## src/hw/cca_consts.svh

```systemverilog
/*
  sfr offsets, control byte fields and reset values of the capture/compare array.
  assumes an 8-bit special-function-register bus with byte addresses.
*/
`ifndef CCA_CONSTS_SVH
`define CCA_CONSTS_SVH

// sfr byte addresses
`define ADDR_CHANNEL_INDEX 8'hd1
`define ADDR_DATA_HIGH 8'hd2
`define ADDR_DATA_LOW 8'hd3
`define ADDR_CONTROL_ACCESS 8'hd4
`define ADDR_EVENT_FLAGS 8'hd5

// control byte fields
`define CTL_IRQ_EN_BIT 7
`define CTL_DIR_BIT 6
`define CTL_CLEAR_BIT 4
`define CTL_MODE_BIT 3
`define CTL_SEL_HI 2
`define CTL_SEL_LO 0
// writable bits of the control byte: direction and bit 5 excluded
`define CTL_WRITE_MASK 8'h9f

// reset values
`define RST_CONTROL 8'h00
`define RST_FLAGS 4'h0
`define RST_DATA 16'h0000
`define RST_PIN_OUT 1'b1

`endif

```

## src/hw/cca_pkg.sv

```systemverilog
/*
  types of the capture/compare array.
  assumes cca_consts.svh holds the numeric constants.
*/
package cca_pkg;
  // capture trigger sources
  typedef enum logic [2:0] {
    CAP_OFF = 3'b000,
    CAP_FALL = 3'b001,
    CAP_RISE = 3'b010,
    CAP_BOTH = 3'b011,
    CAP_T0_OVF = 3'b100,
    CAP_T1_OVF = 3'b101,
    CAP_CMP_A = 3'b110,
    CAP_CMP_B = 3'b111
  } capture_sel_t;
  // compare output actions
  typedef enum logic [2:0] {
    ACT_NONE = 3'b000,
    ACT_SET = 3'b001,
    ACT_CLEAR = 3'b010,
    ACT_TOGGLE = 3'b011,
    ACT_PWM_INV = 3'b100,
    ACT_PWM_NONINV = 3'b101,
    ACT_RSVD_6 = 3'b110,
    ACT_RSVD_7 = 3'b111
  } compare_act_t;
endpackage

```

## src/hw/cca_array.sv

```systemverilog
/*
  four-channel capture/compare array with its sfr access points and flags.
  assumes a byte-wide sfr bus with one-cycle read/write strobes on clk_sys, and
  a timer that accepts a one-cycle clear pulse; pins pass the local synchroniser.
*/
`timescale 1ns/1ps
`default_nettype none
`include "cca_consts.svh"
// How it works
// a flag interrupts only with its channel enable and the array enable set
// in dual-slope mode each event stores count direction, up 0 down 1
// software writes to the direction bit change nothing
// with clear-timer set, an event clears both timer bytes
// with clear-timer zero, events leave the timer alone
// mode bit 1 means compare, 0 means capture
// capture codes 000 off, 001 falling, 010 rising, 011 either edge
// capture codes 100/101 timer0/1 overflow, 110/111 comparator A/B
// compare codes 000 flag only, 001 set, 010 clear, 011 toggle pin
// compare 100 inverting pwm, 101 non-inverting, 110/111 reserved
// the control access point reaches only the indexed channel's byte
// comparator triggers follow the comparator's own event configuration
// pwm alignment comes from the timer count mode
// flag register bit n is channel n's event flag, set by events
// software clears the flags; hardware never does
// flag register at 0xd5, reset clears low four bits, upper unimplemented
// a capture copies the timer count into data and sets the flag
// compare event when data equals timer count
// a 2-bit index selects the channel behind the access points
// compare outputs reset to 1
// reserved compare codes leave the pin, still flag
// disabled capture code never flags nor captures
module cca_array
  import cca_pkg::*;
#(
  parameter int NUM_CH = 4
) (
  // clock and reset
  input wire logic clk_sys,
  input wire logic rst,
  input wire logic clk_en,
  // sfr bus
  input wire logic [7:0] sfr_addr,
  input wire logic [7:0] sfr_wdata,
  input wire logic sfr_we,
  input wire logic sfr_re,
  output logic [7:0] sfr_rdata,
  // array-wide interrupt enable and request
  input wire logic array_irq_enable,
  output logic irq_r,
  // timer side
  input wire logic [15:0] timer_count,
  input wire logic dual_slope,
  input wire logic count_down,
  input wire logic [NUM_CH-1:0] pwm_level,
  output logic timer_clear_r,
  // internal trigger pulses, already conditioned by their sources
  input wire logic t0_ovf,
  input wire logic t1_ovf,
  input wire logic cmp_a_evt,
  input wire logic cmp_b_evt,
  // channel pins
  input wire logic [NUM_CH-1:0] channel_pin_in,
  output logic [NUM_CH-1:0] channel_pin_out
);
  logic [1:0] channel_index_r;
  logic [7:0] data_high_shadow_r;
  logic [3:0] event_flag_r;
  logic [NUM_CH-1:0] evt;
  logic [NUM_CH-1:0] clr_req;
  logic [NUM_CH-1:0] irq_en;
  logic [7:0] ctl_all [NUM_CH];
  logic [15:0] data_all [NUM_CH];

  // address decode
  wire hit_index = sfr_addr == `ADDR_CHANNEL_INDEX;
  wire hit_high = sfr_addr == `ADDR_DATA_HIGH;
  wire hit_low = sfr_addr == `ADDR_DATA_LOW;
  wire hit_ctl = sfr_addr == `ADDR_CONTROL_ACCESS;
  wire hit_flags = sfr_addr == `ADDR_EVENT_FLAGS;
  wire [15:0] data_wval = {data_high_shadow_r, sfr_wdata};

  // per-channel instances
  genvar g;
  generate
    for (g = 0; g < NUM_CH; g++) begin : g_ch
      logic lvl;
      wire sel = channel_index_r == 2'(g);
      pin_sync u_sync (
        .clk_sys(clk_sys),
        .rst(rst),
        .clk_en(clk_en),
        .pin_in(channel_pin_in[g]),
        .level_out(lvl)
      );
      cca_channel u_ch (
        .clk_sys(clk_sys),
        .rst(rst),
        .clk_en(clk_en),
        .ctl_we(sfr_we && hit_ctl && sel),
        .data_we(sfr_we && hit_low && sel),
        .wdata(sfr_wdata),
        .data_wval(data_wval),
        .timer_count(timer_count),
        .dual_slope(dual_slope),
        .count_down(count_down),
        .pwm_level(pwm_level[g]),
        .t0_ovf(t0_ovf),
        .t1_ovf(t1_ovf),
        .cmp_a_evt(cmp_a_evt),
        .cmp_b_evt(cmp_b_evt),
        .pin_level(lvl),
        .ctl_r(ctl_all[g]),
        .data_r(data_all[g]),
        .pin_out_r(channel_pin_out[g]),
        .event_out(evt[g])
      );
      assign clr_req[g] = evt[g] & ctl_all[g][`CTL_CLEAR_BIT];
      assign irq_en[g] = ctl_all[g][`CTL_IRQ_EN_BIT];
    end
  endgenerate

  // read mux; unimplemented bits read zero
  wire [7:0] ctl_sel = ctl_all[channel_index_r];
  wire [15:0] data_sel = data_all[channel_index_r];
  wire [7:0] rd_mux = hit_index ? {6'h00, channel_index_r} :
                      hit_high ? data_sel[15:8] :
                      hit_low ? data_sel[7:0] :
                      hit_ctl ? (ctl_sel & 8'hdf) :
                      hit_flags ? {4'h0, event_flag_r} : 8'h00;

  // flags: event set wins over software clear
  wire [3:0] flag_nxt = ((sfr_we && hit_flags) ? sfr_wdata[3:0] : event_flag_r) | evt;

  // index, shadow and flag registers
  always_ff @(posedge clk_sys or posedge rst) begin
    if (rst) begin
      channel_index_r <= 2'h0;
      data_high_shadow_r <= 8'h00;
      event_flag_r <= `RST_FLAGS;
    end else if (clk_en) begin
      if (sfr_we && hit_index) begin
        channel_index_r <= sfr_wdata[1:0];
      end
      if (sfr_we && hit_high) begin
        data_high_shadow_r <= sfr_wdata;
      end
      event_flag_r <= flag_nxt;
    end
  end

  // registered outputs: read data, interrupt, timer clear
  always_ff @(posedge clk_sys or posedge rst) begin
    if (rst) begin
      sfr_rdata <= 8'h00;
      irq_r <= 1'b0;
      timer_clear_r <= 1'b0;
    end else if (clk_en) begin
      sfr_rdata <= sfr_re ? rd_mux : 8'h00;
      irq_r <= array_irq_enable && |(event_flag_r & irq_en);
      timer_clear_r <= |clr_req;
    end
  end
endmodule // cca_array
`default_nettype wire

```

## src/hw/cca_channel.sv

```systemverilog
/*
  one capture/compare channel: control byte, data word, trigger and pin action.
  assumes synchronised pin level and single-cycle event pulses from the same clock.
*/
`timescale 1ns/1ps
`default_nettype none
`include "cca_consts.svh"
module cca_channel
  import cca_pkg::*;
(
  // clock and reset
  input wire logic clk_sys,
  input wire logic rst,
  input wire logic clk_en,
  // register writes for this channel
  input wire logic ctl_we,
  input wire logic data_we,
  input wire logic [7:0] wdata,
  input wire logic [15:0] data_wval,
  // timer and event sources
  input wire logic [15:0] timer_count,
  input wire logic dual_slope,
  input wire logic count_down,
  input wire logic pwm_level,
  input wire logic t0_ovf,
  input wire logic t1_ovf,
  input wire logic cmp_a_evt,
  input wire logic cmp_b_evt,
  input wire logic pin_level,
  // state out
  output logic [7:0] ctl_r,
  output logic [15:0] data_r,
  output logic pin_out_r,
  output logic event_out
);
  logic pin_prev_r;
  wire compare_not_capture = ctl_r[`CTL_MODE_BIT];
  wire [2:0] chan_event_select = ctl_r[`CTL_SEL_HI:`CTL_SEL_LO];
  wire rise = pin_level & ~pin_prev_r;
  wire fall = ~pin_level & pin_prev_r;
  logic cap_hit;

  // capture trigger decode; disabled code never fires
  always_comb begin
    unique case (capture_sel_t'(chan_event_select))
      CAP_OFF: cap_hit = 1'b0;
      CAP_FALL: cap_hit = fall;
      CAP_RISE: cap_hit = rise;
      CAP_BOTH: cap_hit = rise | fall;
      CAP_T0_OVF: cap_hit = t0_ovf;
      CAP_T1_OVF: cap_hit = t1_ovf;
      CAP_CMP_A: cap_hit = cmp_a_evt;
      CAP_CMP_B: cap_hit = cmp_b_evt;
    endcase
  end

  wire cmp_hit = compare_not_capture & (data_r == timer_count);
  assign event_out = compare_not_capture ? cmp_hit : cap_hit;
  wire is_pwm = chan_event_select[2:1] == 2'b10;

  // control byte; direction bit only written by events
  always_ff @(posedge clk_sys or posedge rst) begin
    if (rst) begin
      ctl_r <= `RST_CONTROL;
    end else if (clk_en) begin
      if (ctl_we) begin
        ctl_r <= (wdata & `CTL_WRITE_MASK) | (ctl_r & ~`CTL_WRITE_MASK);
      end
      if (event_out && dual_slope) begin
        ctl_r[`CTL_DIR_BIT] <= count_down;
      end
    end
  end

  // data word: capture copy or software write in compare mode
  always_ff @(posedge clk_sys or posedge rst) begin
    if (rst) begin
      data_r <= `RST_DATA;
      pin_prev_r <= 1'b1;
    end else if (clk_en) begin
      pin_prev_r <= pin_level;
      if (!compare_not_capture && cap_hit) begin
        data_r <= timer_count;
      end else if (data_we && compare_not_capture) begin
        data_r <= data_wval;
      end
    end
  end

  // compare output pin action
  always_ff @(posedge clk_sys or posedge rst) begin
    if (rst) begin
      pin_out_r <= `RST_PIN_OUT;
    end else if (clk_en && compare_not_capture) begin
      if (is_pwm) begin
        // alignment comes from the timer's count mode via pwm_level
        pin_out_r <= (chan_event_select[0] ? pwm_level : ~pwm_level);
      end else if (cmp_hit) begin
        unique case (compare_act_t'(chan_event_select))
          ACT_SET: pin_out_r <= 1'b1;
          ACT_CLEAR: pin_out_r <= 1'b0;
          ACT_TOGGLE: pin_out_r <= ~pin_out_r;
          default: pin_out_r <= pin_out_r;
        endcase
      end
    end
  end
endmodule // cca_channel
`default_nettype wire

```

## src/hw/pin_sync.sv

```systemverilog
/*
  three-stage synchroniser for a pin; a change counts when stages two and three agree.
  assumes a single clock and a clock enable.
*/
`timescale 1ns/1ps
`default_nettype none
module pin_sync (
  // clock and reset
  input wire logic clk_sys,
  input wire logic rst,
  input wire logic clk_en,
  // pin and filtered level
  input wire logic pin_in,
  output logic level_out
);
  logic s1_r;
  logic s2_r;
  logic s3_r;

  // sampling chain; idle level high, like a pulled-up pin
  always_ff @(posedge clk_sys or posedge rst) begin
    if (rst) begin
      s1_r <= 1'b1;
      s2_r <= 1'b1;
      s3_r <= 1'b1;
      level_out <= 1'b1;
    end else if (clk_en) begin
      s1_r <= pin_in;
      s2_r <= s1_r;
      s3_r <= s2_r;
      if (s2_r == s3_r) begin
        level_out <= s3_r;
      end
    end
  end
endmodule // pin_sync
`default_nettype wire

```

## config.mk

```make
export PLATFORM = sky130hd
export DESIGN_NAME = cca_array
export DESIGN_NICKNAME = d
export VERILOG_FILES = /design/src/hw/cca_pkg.sv /design/src/hw/cca_array.sv /design/src/hw/cca_channel.sv /design/src/hw/pin_sync.sv
export VERILOG_INCLUDE_DIRS = /design/src /design/src/hw
export SDC_FILE = /design/constraint.sdc
export NUM_CORES = 1
export LEC_CHECK = 0
export BUFFER_PORTS_ARGS = -buffer_cell sky130_fd_sc_hd__buf_2
export CAP_MARGIN = 10
export CORE_MARGIN = 2
export CORE_UTILIZATION = 25
export CTS_CLUSTER_DIAMETER = 40
export DETAILED_ROUTE_END_ITERATION = 10
export GPL_ROUTABILITY_DRIVEN = 0
export PLACE_DENSITY = 0.43
export SYNTH_ARGS = -nofsm -noshare
export SYNTH_HDL_FRONTEND = slang
export SYNTH_SLANG_ARGS = --single-unit
```

## constraint.sdc

```tcl
create_clock -name clk_sys -period 11.6 [get_ports clk_sys]
set_input_delay 1.16 -clock clk_sys [delete_from_list [all_inputs] [get_ports clk_sys]]
set_output_delay 1.16 -clock clk_sys [all_outputs]
set_load 0.01 [all_outputs]
```

---- After elaboration in Yosys (flattened, before gate mapping) ----
Cells that the tools add are included.
word-level totals
  register bits ........................... 144
  input bits .............................. 52
cells by class
  multiplexer cells ....................... 53
  reductions and logical operators ........ 79
  bitwise operators ....................... 43
  equal/unequal tests ..................... 48
  $lt $le $gt $ge ......................... 1
operator list
  operator                                              count
  2-to-1 mux 16 bit                                     10
  equality test 16 bit                                  4
  2-to-1 mux 8 bit                                      7
  equality test 3 bit (second input constant)           16
  equality test 8 bit (second input constant)           5
  AND reduction 2 bit                                   18
  binary-select mux 16 bit (select 2 bit)               1
  OR 8 x 7 -> 8 bit                                     4
  case mux 1 bit (8 select lines)                       4
  logical AND 1 bit                                     30
  2-to-1 mux 7 bit                                      4
  equality test 3 x 2 -> 1 bit (second input constant)  8
  nonzero test 2 bit                                    12
  2-to-1 mux 1 bit                                      20
  AND 1 bit                                             16
  binary-select mux 8 bit (select 2 bit)                1
  NOT 1 bit                                             16
  nonzero test 4 bit                                    4
  equality test 2 bit (second input constant)           6
  equality test 3 x 1 -> 1 bit (second input constant)  4
  logical NOT 3 bit                                     4
  case mux 1 bit (3 select lines)                       4
  AND reduction 3 bit                                   4
  2-to-1 mux 4 bit                                      2
  other kinds (10)                                      20

---- Logic depth before layout (Yosys ltp) ----
Gate-level depths: netlist of run 1.
  depth after elaboration ................. 9
  mapped depth ............................ 9
  mapped depth without buffers ............ 8

---- By module ----
Synthesis of run 1 repeated with hierarchy kept, for this count alone.
second synthesis, totals
  cell total of the unflattened synthesis .. 756
  area total of the unflattened synthesis .. 8,604.5 µm²
by module, submodules not included
  module       area each (µm²)  instances  cells an instance
  cca_channel  1,486.4          4          135
  cca_array    1,998.2          1          172
  pin_sync     165.2            4          11

---- Worst setup path before layout of run 1 ----
No wires, ideal clock.
  kind .................................... input to register
  from .................................... in timer_count[7]
  to ...................................... reg g_ch[3].u_ch.ctl_r[6]
  data arrival time ....................... 2.721 ns
  slack ................................... 8.752 ns
  cell stages on the path ................. 7
  path buffers ............................ 1
  required time ........................... 11.472 ns
  path through ............................ buf_2 -> xnor2_1 -> nand4_1 -> or4_1 -> nor4_4 -> o21bai_1 -> mux2_1
between the ends
  longest elaborated chain between the ends .. 6
  elaborated cells on any way between the ends .. 7
  classes of those cells .................. 1 x eq/ne; 2 x mux; 1 x bitwise; 3 x reduce/logical
RTL lines
  element                               RTL line           RTL
  from (decl)                           cca_array.sv:51    input wire logic [15:0] timer_count,
  equality test 16 bit *                cca_channel.sv:57  wire cmp_hit = compare_not_capture & (data_r == timer_count);
  AND 1 bit *                           cca_channel.sv:57
  2-to-1 mux 1 bit *                    cca_channel.sv:58  assign event_out = compare_not_capture ? cmp_hit : cap_hit;
  logical AND 1 bit *                   cca_channel.sv:69  if (event_out && dual_slope) begin
  nonzero test 2 bit (no source line)   -
  AND reduction 2 bit (no source line)  -
  to (signal assigned)                  cca_channel.sv:64  ctl_r <= `RST_CONTROL;
  to (signal assigned)                  cca_channel.sv:67  ctl_r <= (wdata & `CTL_WRITE_MASK) | (ctl_r & ~`CTL_WRITE_MASK);
  to (signal, indexed assignment)       cca_channel.sv:70  ctl_r[`CTL_DIR_BIT] <= count_down;
  to (decl)                             cca_channel.sv:31  output logic [7:0] ctl_r,
Mark *: on every way between the ends. The rest lies on a longest branch, timed or not.
A chain may end at the register's enable or synchronous reset.

---- Worst setup path in the final report of run 1 ----
  from .................................... in sfr_addr[3]
  to ...................................... reg data_high_shadow_r[0]
between the ends
  longest elaborated chain between the ends .. 3
RTL lines
  element                               RTL line          RTL
  from (decl)                           cca_array.sv:42   input wire logic [7:0] sfr_addr,
  equality test 8 bit (no source line)  -
  logical AND 1 bit                     cca_array.sv:144  if (sfr_we && hit_high) begin
  AND reduction 2 bit (no source line)  -
  to (signal assigned)                  cca_array.sv:145  data_high_shadow_r <= sfr_wdata;
  to (decl)                             cca_array.sv:66   logic [7:0] data_high_shadow_r;
Every way passes these cells.

==> impl_metrics.prom, run 1 <==
# TYPE chip_impl_metric gauge
chip_impl_metric{name="synthCells",unit=""} 804
chip_impl_info{name="mostFrequentLayoutCell",value="sky130_fd_sc_hd__dfrtp_1"} 1
chip_impl_metric{name="post_synth.cell_area_avg",unit="sq um"} 10.39
chip_impl_metric{name="wl_per_cell",unit="um"} 20.82
chip_impl_info{name="most_frequent_cells_in_the_layout",value="sky130_fd_sc_hd__dfrtp_1, sky130_fd_sc_hd__nand2_1, sky130_fd_sc_hd__o21ai_0"} 1
chip_impl_metric{name="cellLeakagePower",unit="nW"} 3.923
chip_impl_metric{name="num_vias",unit=""} 6164
chip_impl_metric{name="dpl.hpwl",unit="um"} 18650
chip_impl_info{name="critical_path.startpoint_type",value="input pin"} 1
chip_impl_metric{name="floorplan.die_area",unit="sq mm"} 0.03489
chip_impl_info{name="status",value="completed"} 1
chip_impl_metric{name="critical_path_peak_fanout",unit=""} 8
chip_impl_info{name="tritoncts",value="built"} 1
chip_impl_metric{name="routed_via_density",unit=""} 4.797
chip_impl_metric{name="timing.reg2reg.worst_path_depth",unit=""} 8
chip_impl_metric{name="die_width",unit="um"} 186.8
chip_impl_info{name="end_kind",value="register"} 1
chip_impl_metric{name="final-max-slew-violation-count",unit=""} 0
chip_impl_metric{name="slew_headroom",unit="%"} 28.52
chip_impl_metric{name="cts-hold-fix-buffers",unit=""} 0
chip_impl_metric{name="worst_ir_drop_vdd",unit="mV"} 0.1046
chip_impl_metric{name="drt_drc_violations_left",unit=""} 0
chip_impl_metric{name="globalRouteOverflowTotal",unit=""} 0
chip_impl_metric{name="clock_skew",unit="ps"} 6.421
chip_impl_info{name="grt_setup_unrepaired",value="no"} 1
chip_impl_metric{name="effective_utilization_at_floorplan",unit="%"} 25.54
chip_impl_metric{name="drt_wl_total",unit="um"} 26750
chip_impl_metric{name="cts.sinks",unit=""} 140
chip_impl_metric{name="clk_transition_reported_paths",unit="ps"} 60
chip_impl_metric{name="cts_buffer_depth",unit=""} 2
chip_impl_metric{name="yosysWarnings",unit=""} 0
chip_impl_info{name="regToRegEndpoint",value="g_ch[0].u_ch.data_r[0]"} 1
chip_impl_info{name="cp_slowest_cell",value="sky130_fd_sc_hd__nor2_1"} 1
chip_impl_metric{name="pin_count",unit=""} 66
chip_impl_metric{name="crit_cells",unit=""} 6
chip_impl_metric{name="htreeDepth",unit=""} 4
chip_impl_metric{name="number_of_global_route_vias_before_repair",unit=""} 6249
chip_impl_info{name="critical-path-top-delay-family",value="simple AND/OR/NAND/NOR gates"} 1
chip_impl_metric{name="required",unit="ps"} 11920
chip_impl_metric{name="mappedNetlistNets",unit=""} 864
chip_impl_metric{name="synthesis.area",unit="sq mm"} 0.008353
chip_impl_metric{name="power_per_cell_area",unit="mW/mm^2"} 138.5
chip_impl_info{name="timing_worst_setup_path_type",value="in -> reg"} 1
chip_impl_metric{name="finalSetupViolCount",unit=""} 0
chip_impl_metric{name="postCtsSetupRepairBufs",unit=""} 0
chip_impl_info{name="timing.critical_path.cells",value="buf_2 > nor4bb_1 > and2_1 > nand3b_1 > nor2_1 > mux2_2"} 1
chip_impl_metric{name="multi_input_comb_area",unit="sq mm"} 0.004439
chip_impl_metric{name="layout_worst_path_cycle_share",unit="%"} 27.03
chip_impl_metric{name="ant_nets",unit=""} 0
chip_impl_metric{name="fp.coreArea",unit="sq mm"} 0.03270
chip_impl_metric{name="post_cts_resized",unit=""} 0
chip_impl_metric{name="max_cap_viol_count",unit=""} 0
chip_impl_metric{name="area_growth",unit="%"} 15.44
chip_impl_metric{name="period_minus_slack",unit="ps"} 3135
chip_impl_info{name="timing.critical_path.from",value="sfr_addr[3]"} 1
chip_impl_metric{name="final_design_area_no_fill",unit="sq mm"} 0.009643
chip_impl_info{name="synth_ff_type",value="sky130_fd_sc_hd__dfrtp_1"} 1
chip_impl_metric{name="worst_slew_pin_slew",unit="ps"} 1072
chip_impl_metric{name="rrSetupSlack",unit="ps"} 8580
chip_impl_metric{name="io_buffers",unit=""} 65
chip_impl_metric{name="clk-insertion-delay-late",unit="ps"} 430
chip_impl_info{name="root_buffer",value="sky130_fd_sc_hd__clkbuf_16"} 1
chip_impl_metric{name="drive_gt1_share",unit="%"} 26.10
chip_impl_metric{name="fp.dieH",unit="um"} 186.8
chip_impl_metric{name="all_layer_gr_usage",unit="%"} 15.82
chip_impl_metric{name="detail_route.iter0.violations",unit=""} 298
chip_impl_metric{name="num_cts_buffers",unit=""} 17
chip_impl_metric{name="fillerInstances",unit=""} 3411
chip_impl_metric{name="synth_enable_flop_cells",unit=""} 0
chip_impl_metric{name="antenna_cells_inserted",unit=""} 0
chip_impl_metric{name="largest_net_degree_at_the_start_of_global_routing",unit=""} 87
chip_impl_metric{name="ys_ff_latch",unit=""} 140
chip_impl_metric{name="crit_buf_inv",unit=""} 1
chip_impl_metric{name="max_freq",unit="GHz"} 0.3189
chip_impl_metric{name="sequential_share_of_the_synthesized_area",unit="%"} 42.30
chip_impl_metric{name="finalHoldViolCount",unit=""} 0
chip_impl_metric{name="number_of_antenna_violations_at_the_first_check_in_global_routing",unit=""} 1
chip_impl_metric{name="ys_types",unit=""} 60
chip_impl_metric{name="rows",unit=""} 66
chip_impl_metric{name="synthArstFlopShare",unit="%"} 100.0
chip_impl_metric{name="detailed_routing_iteration_count_for_the_pre_antenna_repair_pass",unit=""} 5
chip_impl_info{name="worst_setup_path_endpoint",value="data_high_shadow_r[0]"} 1
chip_impl_metric{name="grt_first_pass_wirelength",unit="um"} 41380
chip_impl_info{name="hold_path.class",value="reg -> reg"} 1
chip_impl_metric{name="critical_path_arrival",unit="ps"} 3450
chip_impl_metric{name="seqCellArea",unit="sq mm"} 0.003535
chip_impl_metric{name="crit_path_max_incr_delay",unit="ps"} 710
chip_impl_info{name="worst_r2r_startpoint",value="g_ch[0].u_ch.pin_prev_r"} 1
chip_impl_metric{name="setup_tns",unit="ps"} 0
chip_impl_metric{name="dpl-instance-area",unit="sq mm"} 0.009049
chip_impl_metric{name="final_nets",unit=""} 890
-- final cells by class --
| type | count | area share [%] |
|---|---|---|
| Multi-Input combinational cell | 566 | 46.04 |
| Sequential cell | 140 | 36.65 |
| Tap cell | 442 | 5.735 |
| Clock buffer | 21 | 5.112 |
| Timing Repair Buffer | 76 | 4.230 |
| Inverter | 29 | 1.181 |
| Clock inverter | 11 | 1.051 |
-- synthesized netlist by cell type, drive strengths merged, types with 7 or more instances --
| cell type | n | area, sq um |
|---|---|---|
| a21oi | 20 | 100.1 |
| nand2 | 94 | 352.8 |
| dfrtp | 116 | 2903 |
| xnor2 | 48 | 420.4 |
| dfstp | 24 | 630.6 |
| ha | 8 | 100.1 |
| o21ai | 96 | 480.5 |
| mux2 | 49 | 551.8 |
| nand4 | 15 | 93.84 |
| nor2 | 21 | 78.83 |
| inv | 29 | 108.9 |
| buf | 32 | 192.7 |
| mux4 | 26 | 585.6 |
| nor2b | 10 | 62.56 |
| xor2 | 18 | 157.7 |
| mux2i | 70 | 700.7 |
| clkbuf | 37 | 138.9 |
| nand3 | 8 | 40.04 |
| nor4 | 7 | 58.81 |
-- registers in the layout (all words and copies together) (netlist names), 4 cells and up --
name / count
event_flag_r: 4
sfr_rdata: 8
g_ch.u_sync.s1_r: 4
data_high_shadow_r: 8
g_ch.u_ch.ctl_r: 28
g_ch.u_sync.s3_r: 4
g_ch.u_sync.level_out: 4
g_ch.u_sync.s2_r: 4
g_ch.u_ch.data_r: 64
g_ch.u_ch.pin_prev_r: 4
g_ch.u_ch.pin_out_r: 4
-- worst register-to-register path: cells and delay by family, from the launching register on --
family	cells	cell delay [ps]
buf+inv	2	490
flops	1	540
fa+ha+maj	1	190
compound gates	5	1640
-- how the worst min path moves through the flow --
stage	startpoint	endpoint	cells after the start
2_1_floorplan	g_ch[1].u_sync.s3_r	g_ch[1].u_sync.s3_r	2
3_3_place_gp	irq_r	irq_r	1
3_5_place_dp	g_ch[1].u_sync.s3_r	g_ch[1].u_sync.s3_r	2
4_1_cts	g_ch[1].u_sync.s3_r	g_ch[1].u_sync.s3_r	2
5_1_grt	irq_r	irq_r	1
6_report	g_ch[1].u_sync.s3_r	g_ch[1].u_sync.s3_r	2
-- per-stage QoR --
stage | setup WS, ps | cells | hold slack [ps] | total power, W | util [%]
CTS | 8404 | 1285 | 489.0 | 0.001351 | 29.49
global placement | 7967 | 1253 | 470.8 | 0.0007848 | 27.67
global route | 8322 | 1285 | 504.4 | 0.001399 | 29.49
finish | 8465 | 1285 | 481.8 | 0.001336 | 29.49
detailed placement | 7929 | 1253 | 478.9 | 0.0007863 | 27.67
floorplan | 6727 | 804 | 454.6 | 0.0007118 | -
-- cells by family (layout without fill, tap and decap cells) --
| kind of cell | count (synthesis) | count (layout) | share of synthesized area [%] |
|---|---|---|---|
| AND/OR/NAND/NOR | 183 | 183 | 10.56 |
| AO/OA/AOI/OAI | 164 | 164 | 11.74 |
| multiplexers | 145 | 145 | 22.00 |
| flip-flops | 140 | 140 | 42.30 |
| buffers and inverters | 98 | 137 | 5.272 |
| XOR/XNOR | 66 | 66 | 6.920 |
| adder cells (fa/ha/maj) | 8 | 8 | 1.198 |
-- per-layer routing --
metal	global-route usage, %	vias to the layer above	routed length (um)
li1	-	2923	-
met2	24.28	116	11960
met4	4.670	2	411
met3	2.953	28	1035
met1	22.59	3095	13340
met5	0	-	7
-- power breakdown --
part           leakage, nW  switching [W]  total (W)  internal, W
Combinational         1.81       0.000109   0.000192    0.0000835
Clock                0.300       0.000231   0.000559     0.000328
Sequential            1.81      0.0000436   0.000584     0.000541
No activity file was read; power rests on OpenSTA's default activity.
==> run 2: changes to the inputs <==
Settings changed: PLACE_DENSITY 0.43 to 0.44.
Clock period 11.6 ns to 2.6 ns, I/O delays scaled along.
==> impl_metrics.prom, run 2 (synthesized netlist as in run 1, its figures left out) <==
# TYPE chip_impl_metric gauge
chip_impl_info{name="status",value="completed"} 1
chip_impl_metric{name="detailed_routing_iteration_count_for_the_pre_antenna_repair_pass",unit=""} 5
chip_impl_metric{name="final-max-slew-violation-count",unit=""} 0
chip_impl_metric{name="cts.sinks",unit=""} 140
chip_impl_metric{name="preCtsSetupSlack",unit="ps"} 120.4
chip_impl_metric{name="number_of_global_route_vias_before_repair",unit=""} 6313
chip_impl_info{name="tritoncts",value="built"} 1
chip_impl_metric{name="pin_count",unit=""} 66
chip_impl_metric{name="cellLeakagePower",unit="nW"} 4.146
chip_impl_info{name="grt_setup_unrepaired",value="no"} 1
chip_impl_metric{name="ant_nets",unit=""} 0
chip_impl_info{name="critical_path.startpoint_type",value="register"} 1
chip_impl_metric{name="io_buffers",unit=""} 65
chip_impl_metric{name="fp.dieH",unit="um"} 186.8
chip_impl_metric{name="largest_net_degree_at_the_start_of_global_routing",unit=""} 141
chip_impl_metric{name="seqCellArea",unit="sq mm"} 0.003535
chip_impl_metric{name="effective_utilization_at_floorplan",unit="%"} 25.54
chip_impl_metric{name="num_vias",unit=""} 6233
chip_impl_metric{name="critical_path_peak_fanout",unit=""} 32
chip_impl_metric{name="drive_gt1_share",unit="%"} 29.12
chip_impl_metric{name="period_minus_slack",unit="ps"} 2446
chip_impl_metric{name="slew_headroom",unit="%"} 45.96
chip_impl_metric{name="fillerInstances",unit=""} 3447
chip_impl_metric{name="layout_worst_path_cycle_share",unit="%"} 94.07
chip_impl_metric{name="wl_per_cell",unit="um"} 20.21
chip_impl_metric{name="worst_ir_drop_vdd",unit="mV"} 0.4369
chip_impl_metric{name="antenna_cells_inserted",unit=""} 0
chip_impl_metric{name="htreeDepth",unit=""} 4
chip_impl_info{name="registers_with_the_most_flip_flops",value="g_ch.u_ch.data_r: 64 flops, g_ch.u_ch.ctl_r: 28 flops"} 1
chip_impl_metric{name="routed_via_density",unit=""} 4.718
chip_impl_info{name="mostFrequentLayoutCell",value="sky130_fd_sc_hd__dfrtp_1"} 1
chip_impl_metric{name="rows",unit=""} 66
chip_impl_info{name="timing_worst_setup_path_type",value="reg -> reg"} 1
chip_impl_metric{name="area_growth",unit="%"} 20.25
chip_impl_metric{name="required",unit="ps"} 2910
chip_impl_metric{name="finalHoldViolCount",unit=""} 0
chip_impl_metric{name="die_width",unit="um"} 186.8
chip_impl_info{name="hold_path.class",value="in -> async"} 1
chip_impl_metric{name="grt_first_pass_wirelength",unit="um"} 41430
chip_impl_metric{name="max_freq",unit="GHz"} 0.4089
chip_impl_metric{name="clk_transition_reported_paths",unit="ps"} 60
chip_impl_metric{name="worst_slew_pin_slew",unit="ps"} 810.6
chip_impl_metric{name="cts-hold-fix-buffers",unit=""} 0
chip_impl_metric{name="final_nets",unit=""} 926
chip_impl_metric{name="final_design_area_no_fill",unit="sq mm"} 0.01004
chip_impl_metric{name="largest_register_ffs",unit=""} 64
chip_impl_metric{name="detail_route.iter0.violations",unit=""} 502
chip_impl_metric{name="clk-insertion-delay-late",unit="ps"} 430
chip_impl_info{name="most_frequent_cells_in_the_layout",value="sky130_fd_sc_hd__dfrtp_1, sky130_fd_sc_hd__nand2_1, sky130_fd_sc_hd__o21ai_0"} 1
chip_impl_metric{name="multi_input_comb_area",unit="sq mm"} 0.004432
chip_impl_metric{name="fp.coreArea",unit="sq mm"} 0.03270
chip_impl_metric{name="floorplan.die_area",unit="sq mm"} 0.03489
chip_impl_metric{name="max_cap_viol_count",unit=""} 0
chip_impl_metric{name="number_of_antenna_violations_at_the_first_check_in_global_routing",unit=""} 0
chip_impl_info{name="top_register",value="g_ch.u_ch.data_r"} 1
chip_impl_metric{name="dpl-instance-area",unit="sq mm"} 0.009400
chip_impl_metric{name="clock_skew",unit="ps"} 8.177
chip_impl_metric{name="cts_buffer_depth",unit=""} 2
chip_impl_metric{name="critical_path_arrival",unit="ps"} 2760
chip_impl_metric{name="all_layer_gr_usage",unit="%"} 15.75
chip_impl_metric{name="setup_tns",unit="ps"} 0
chip_impl_metric{name="globalRouteOverflowTotal",unit=""} 0
chip_impl_metric{name="dpl.hpwl",unit="um"} 19360
chip_impl_metric{name="drt_drc_violations_left",unit=""} 0
chip_impl_metric{name="postLayoutSetupSlackWorst",unit="ps"} 154.2
chip_impl_metric{name="power_per_cell_area",unit="mW/mm^2"} 600.0
chip_impl_metric{name="worst_hold_slack",unit="ps"} 39.94
chip_impl_metric{name="num_cts_buffers",unit=""} 17
chip_impl_info{name="root_buffer",value="sky130_fd_sc_hd__clkbuf_16"} 1
chip_impl_metric{name="finalSetupViolCount",unit=""} 0
chip_impl_metric{name="drt_wl_total",unit="um"} 26690
chip_impl_info{name="end_kind",value="register"} 1
chip_impl_metric{name="post_cts_resized",unit=""} 0
run 2: cell count changes in the layout (fill, tap and decap cells not counted):
cell / delta
sky130_fd_sc_hd__o21ai_4: -1
sky130_fd_sc_hd__bufinv_16: -1
sky130_fd_sc_hd__buf_4: +26
sky130_fd_sc_hd__buf_12: +10
sky130_fd_sc_hd__o21ai_2: +1
sky130_fd_sc_hd__inv_4: -3
sky130_fd_sc_hd__clkinvlp_4: +1
sky130_fd_sc_hd__clkbuf_16: +2
sky130_fd_sc_hd__clkinv_2: +1
run 2: per-stage QoR:
step	total power [W]	cells	utilization [%]
2_1_floorplan	0.003176	804	-
3_3_place_gp	0.003538	1286	28.75
3_5_place_dp	0.003543	1286	28.75
4_1_cts	0.006088	1318	30.61
5_1_grt	0.006312	1321	30.72
6_report	0.006027	1321	30.72
run 2: worst paths after layout:
check                                              start                       to  cells past startpoint  slack, ps
worst max-delay path            g_ch[3].u_sync.level_out   g_ch[3].u_ch.data_r[7]                      9        150
worst min-delay path                                 rst  g_ch[1].u_ch.data_r[14]                      3         40
worst max register to register  g_ch[3].u_sync.level_out   g_ch[3].u_ch.data_r[7]                      9        150
worst min register to register       g_ch[0].u_sync.s1_r      g_ch[0].u_sync.s2_r                      2        490
max in group asynchronous                            rst       channel_index_r[0]                      3       1920
min in group clk_sys                   channel_pin_in[1]      g_ch[1].u_sync.s1_r                      2         70
run 2: layer usage:
metal,vias to the layer above,GRT usage (%),share of wire (%)
met5,-,0,0
met4,0,3.632,1.2
met3,22,3.066,3.9
met2,122,24.55,45
met1,3106,22.48,49
li1,2983,-,-
run 2: power by group:
group	switching (W)	total [W]	internal [W]
Combinational	0.000511	0.000912	0.000402
Sequential	0.000180	0.00259	0.00241
Clock	0.00104	0.00252	0.00148
run 2: worst max-delay path: stages, from the launching register on:
cell                       delay [ps]
sky130_fd_sc_hd__dfstp_2          560
sky130_fd_sc_hd__inv_1             50
sky130_fd_sc_hd__ha_1             270
sky130_fd_sc_hd__mux4_2           500
sky130_fd_sc_hd__a221oi_4         330
sky130_fd_sc_hd__buf_12           170
sky130_fd_sc_hd__o21ai_2           80
sky130_fd_sc_hd__buf_12           200
sky130_fd_sc_hd__nand2_1           70
sky130_fd_sc_hd__o21ai_1           70
run 2: what timing repair did:
action	CTS	global route
endpoints found under the hold margin	0	0
setup buffers	0	3
endpoints found under the setup margin	0	8
run 2: area by class of cell:
cell class	instances	area share, %
clock buffer	23	5.406
clock inverter	9	0.6602
inverter	29	1.121
multi-input combinational	566	44.12
sequential	140	35.19
tap	442	5.506
timing repair buffer	112	7.997
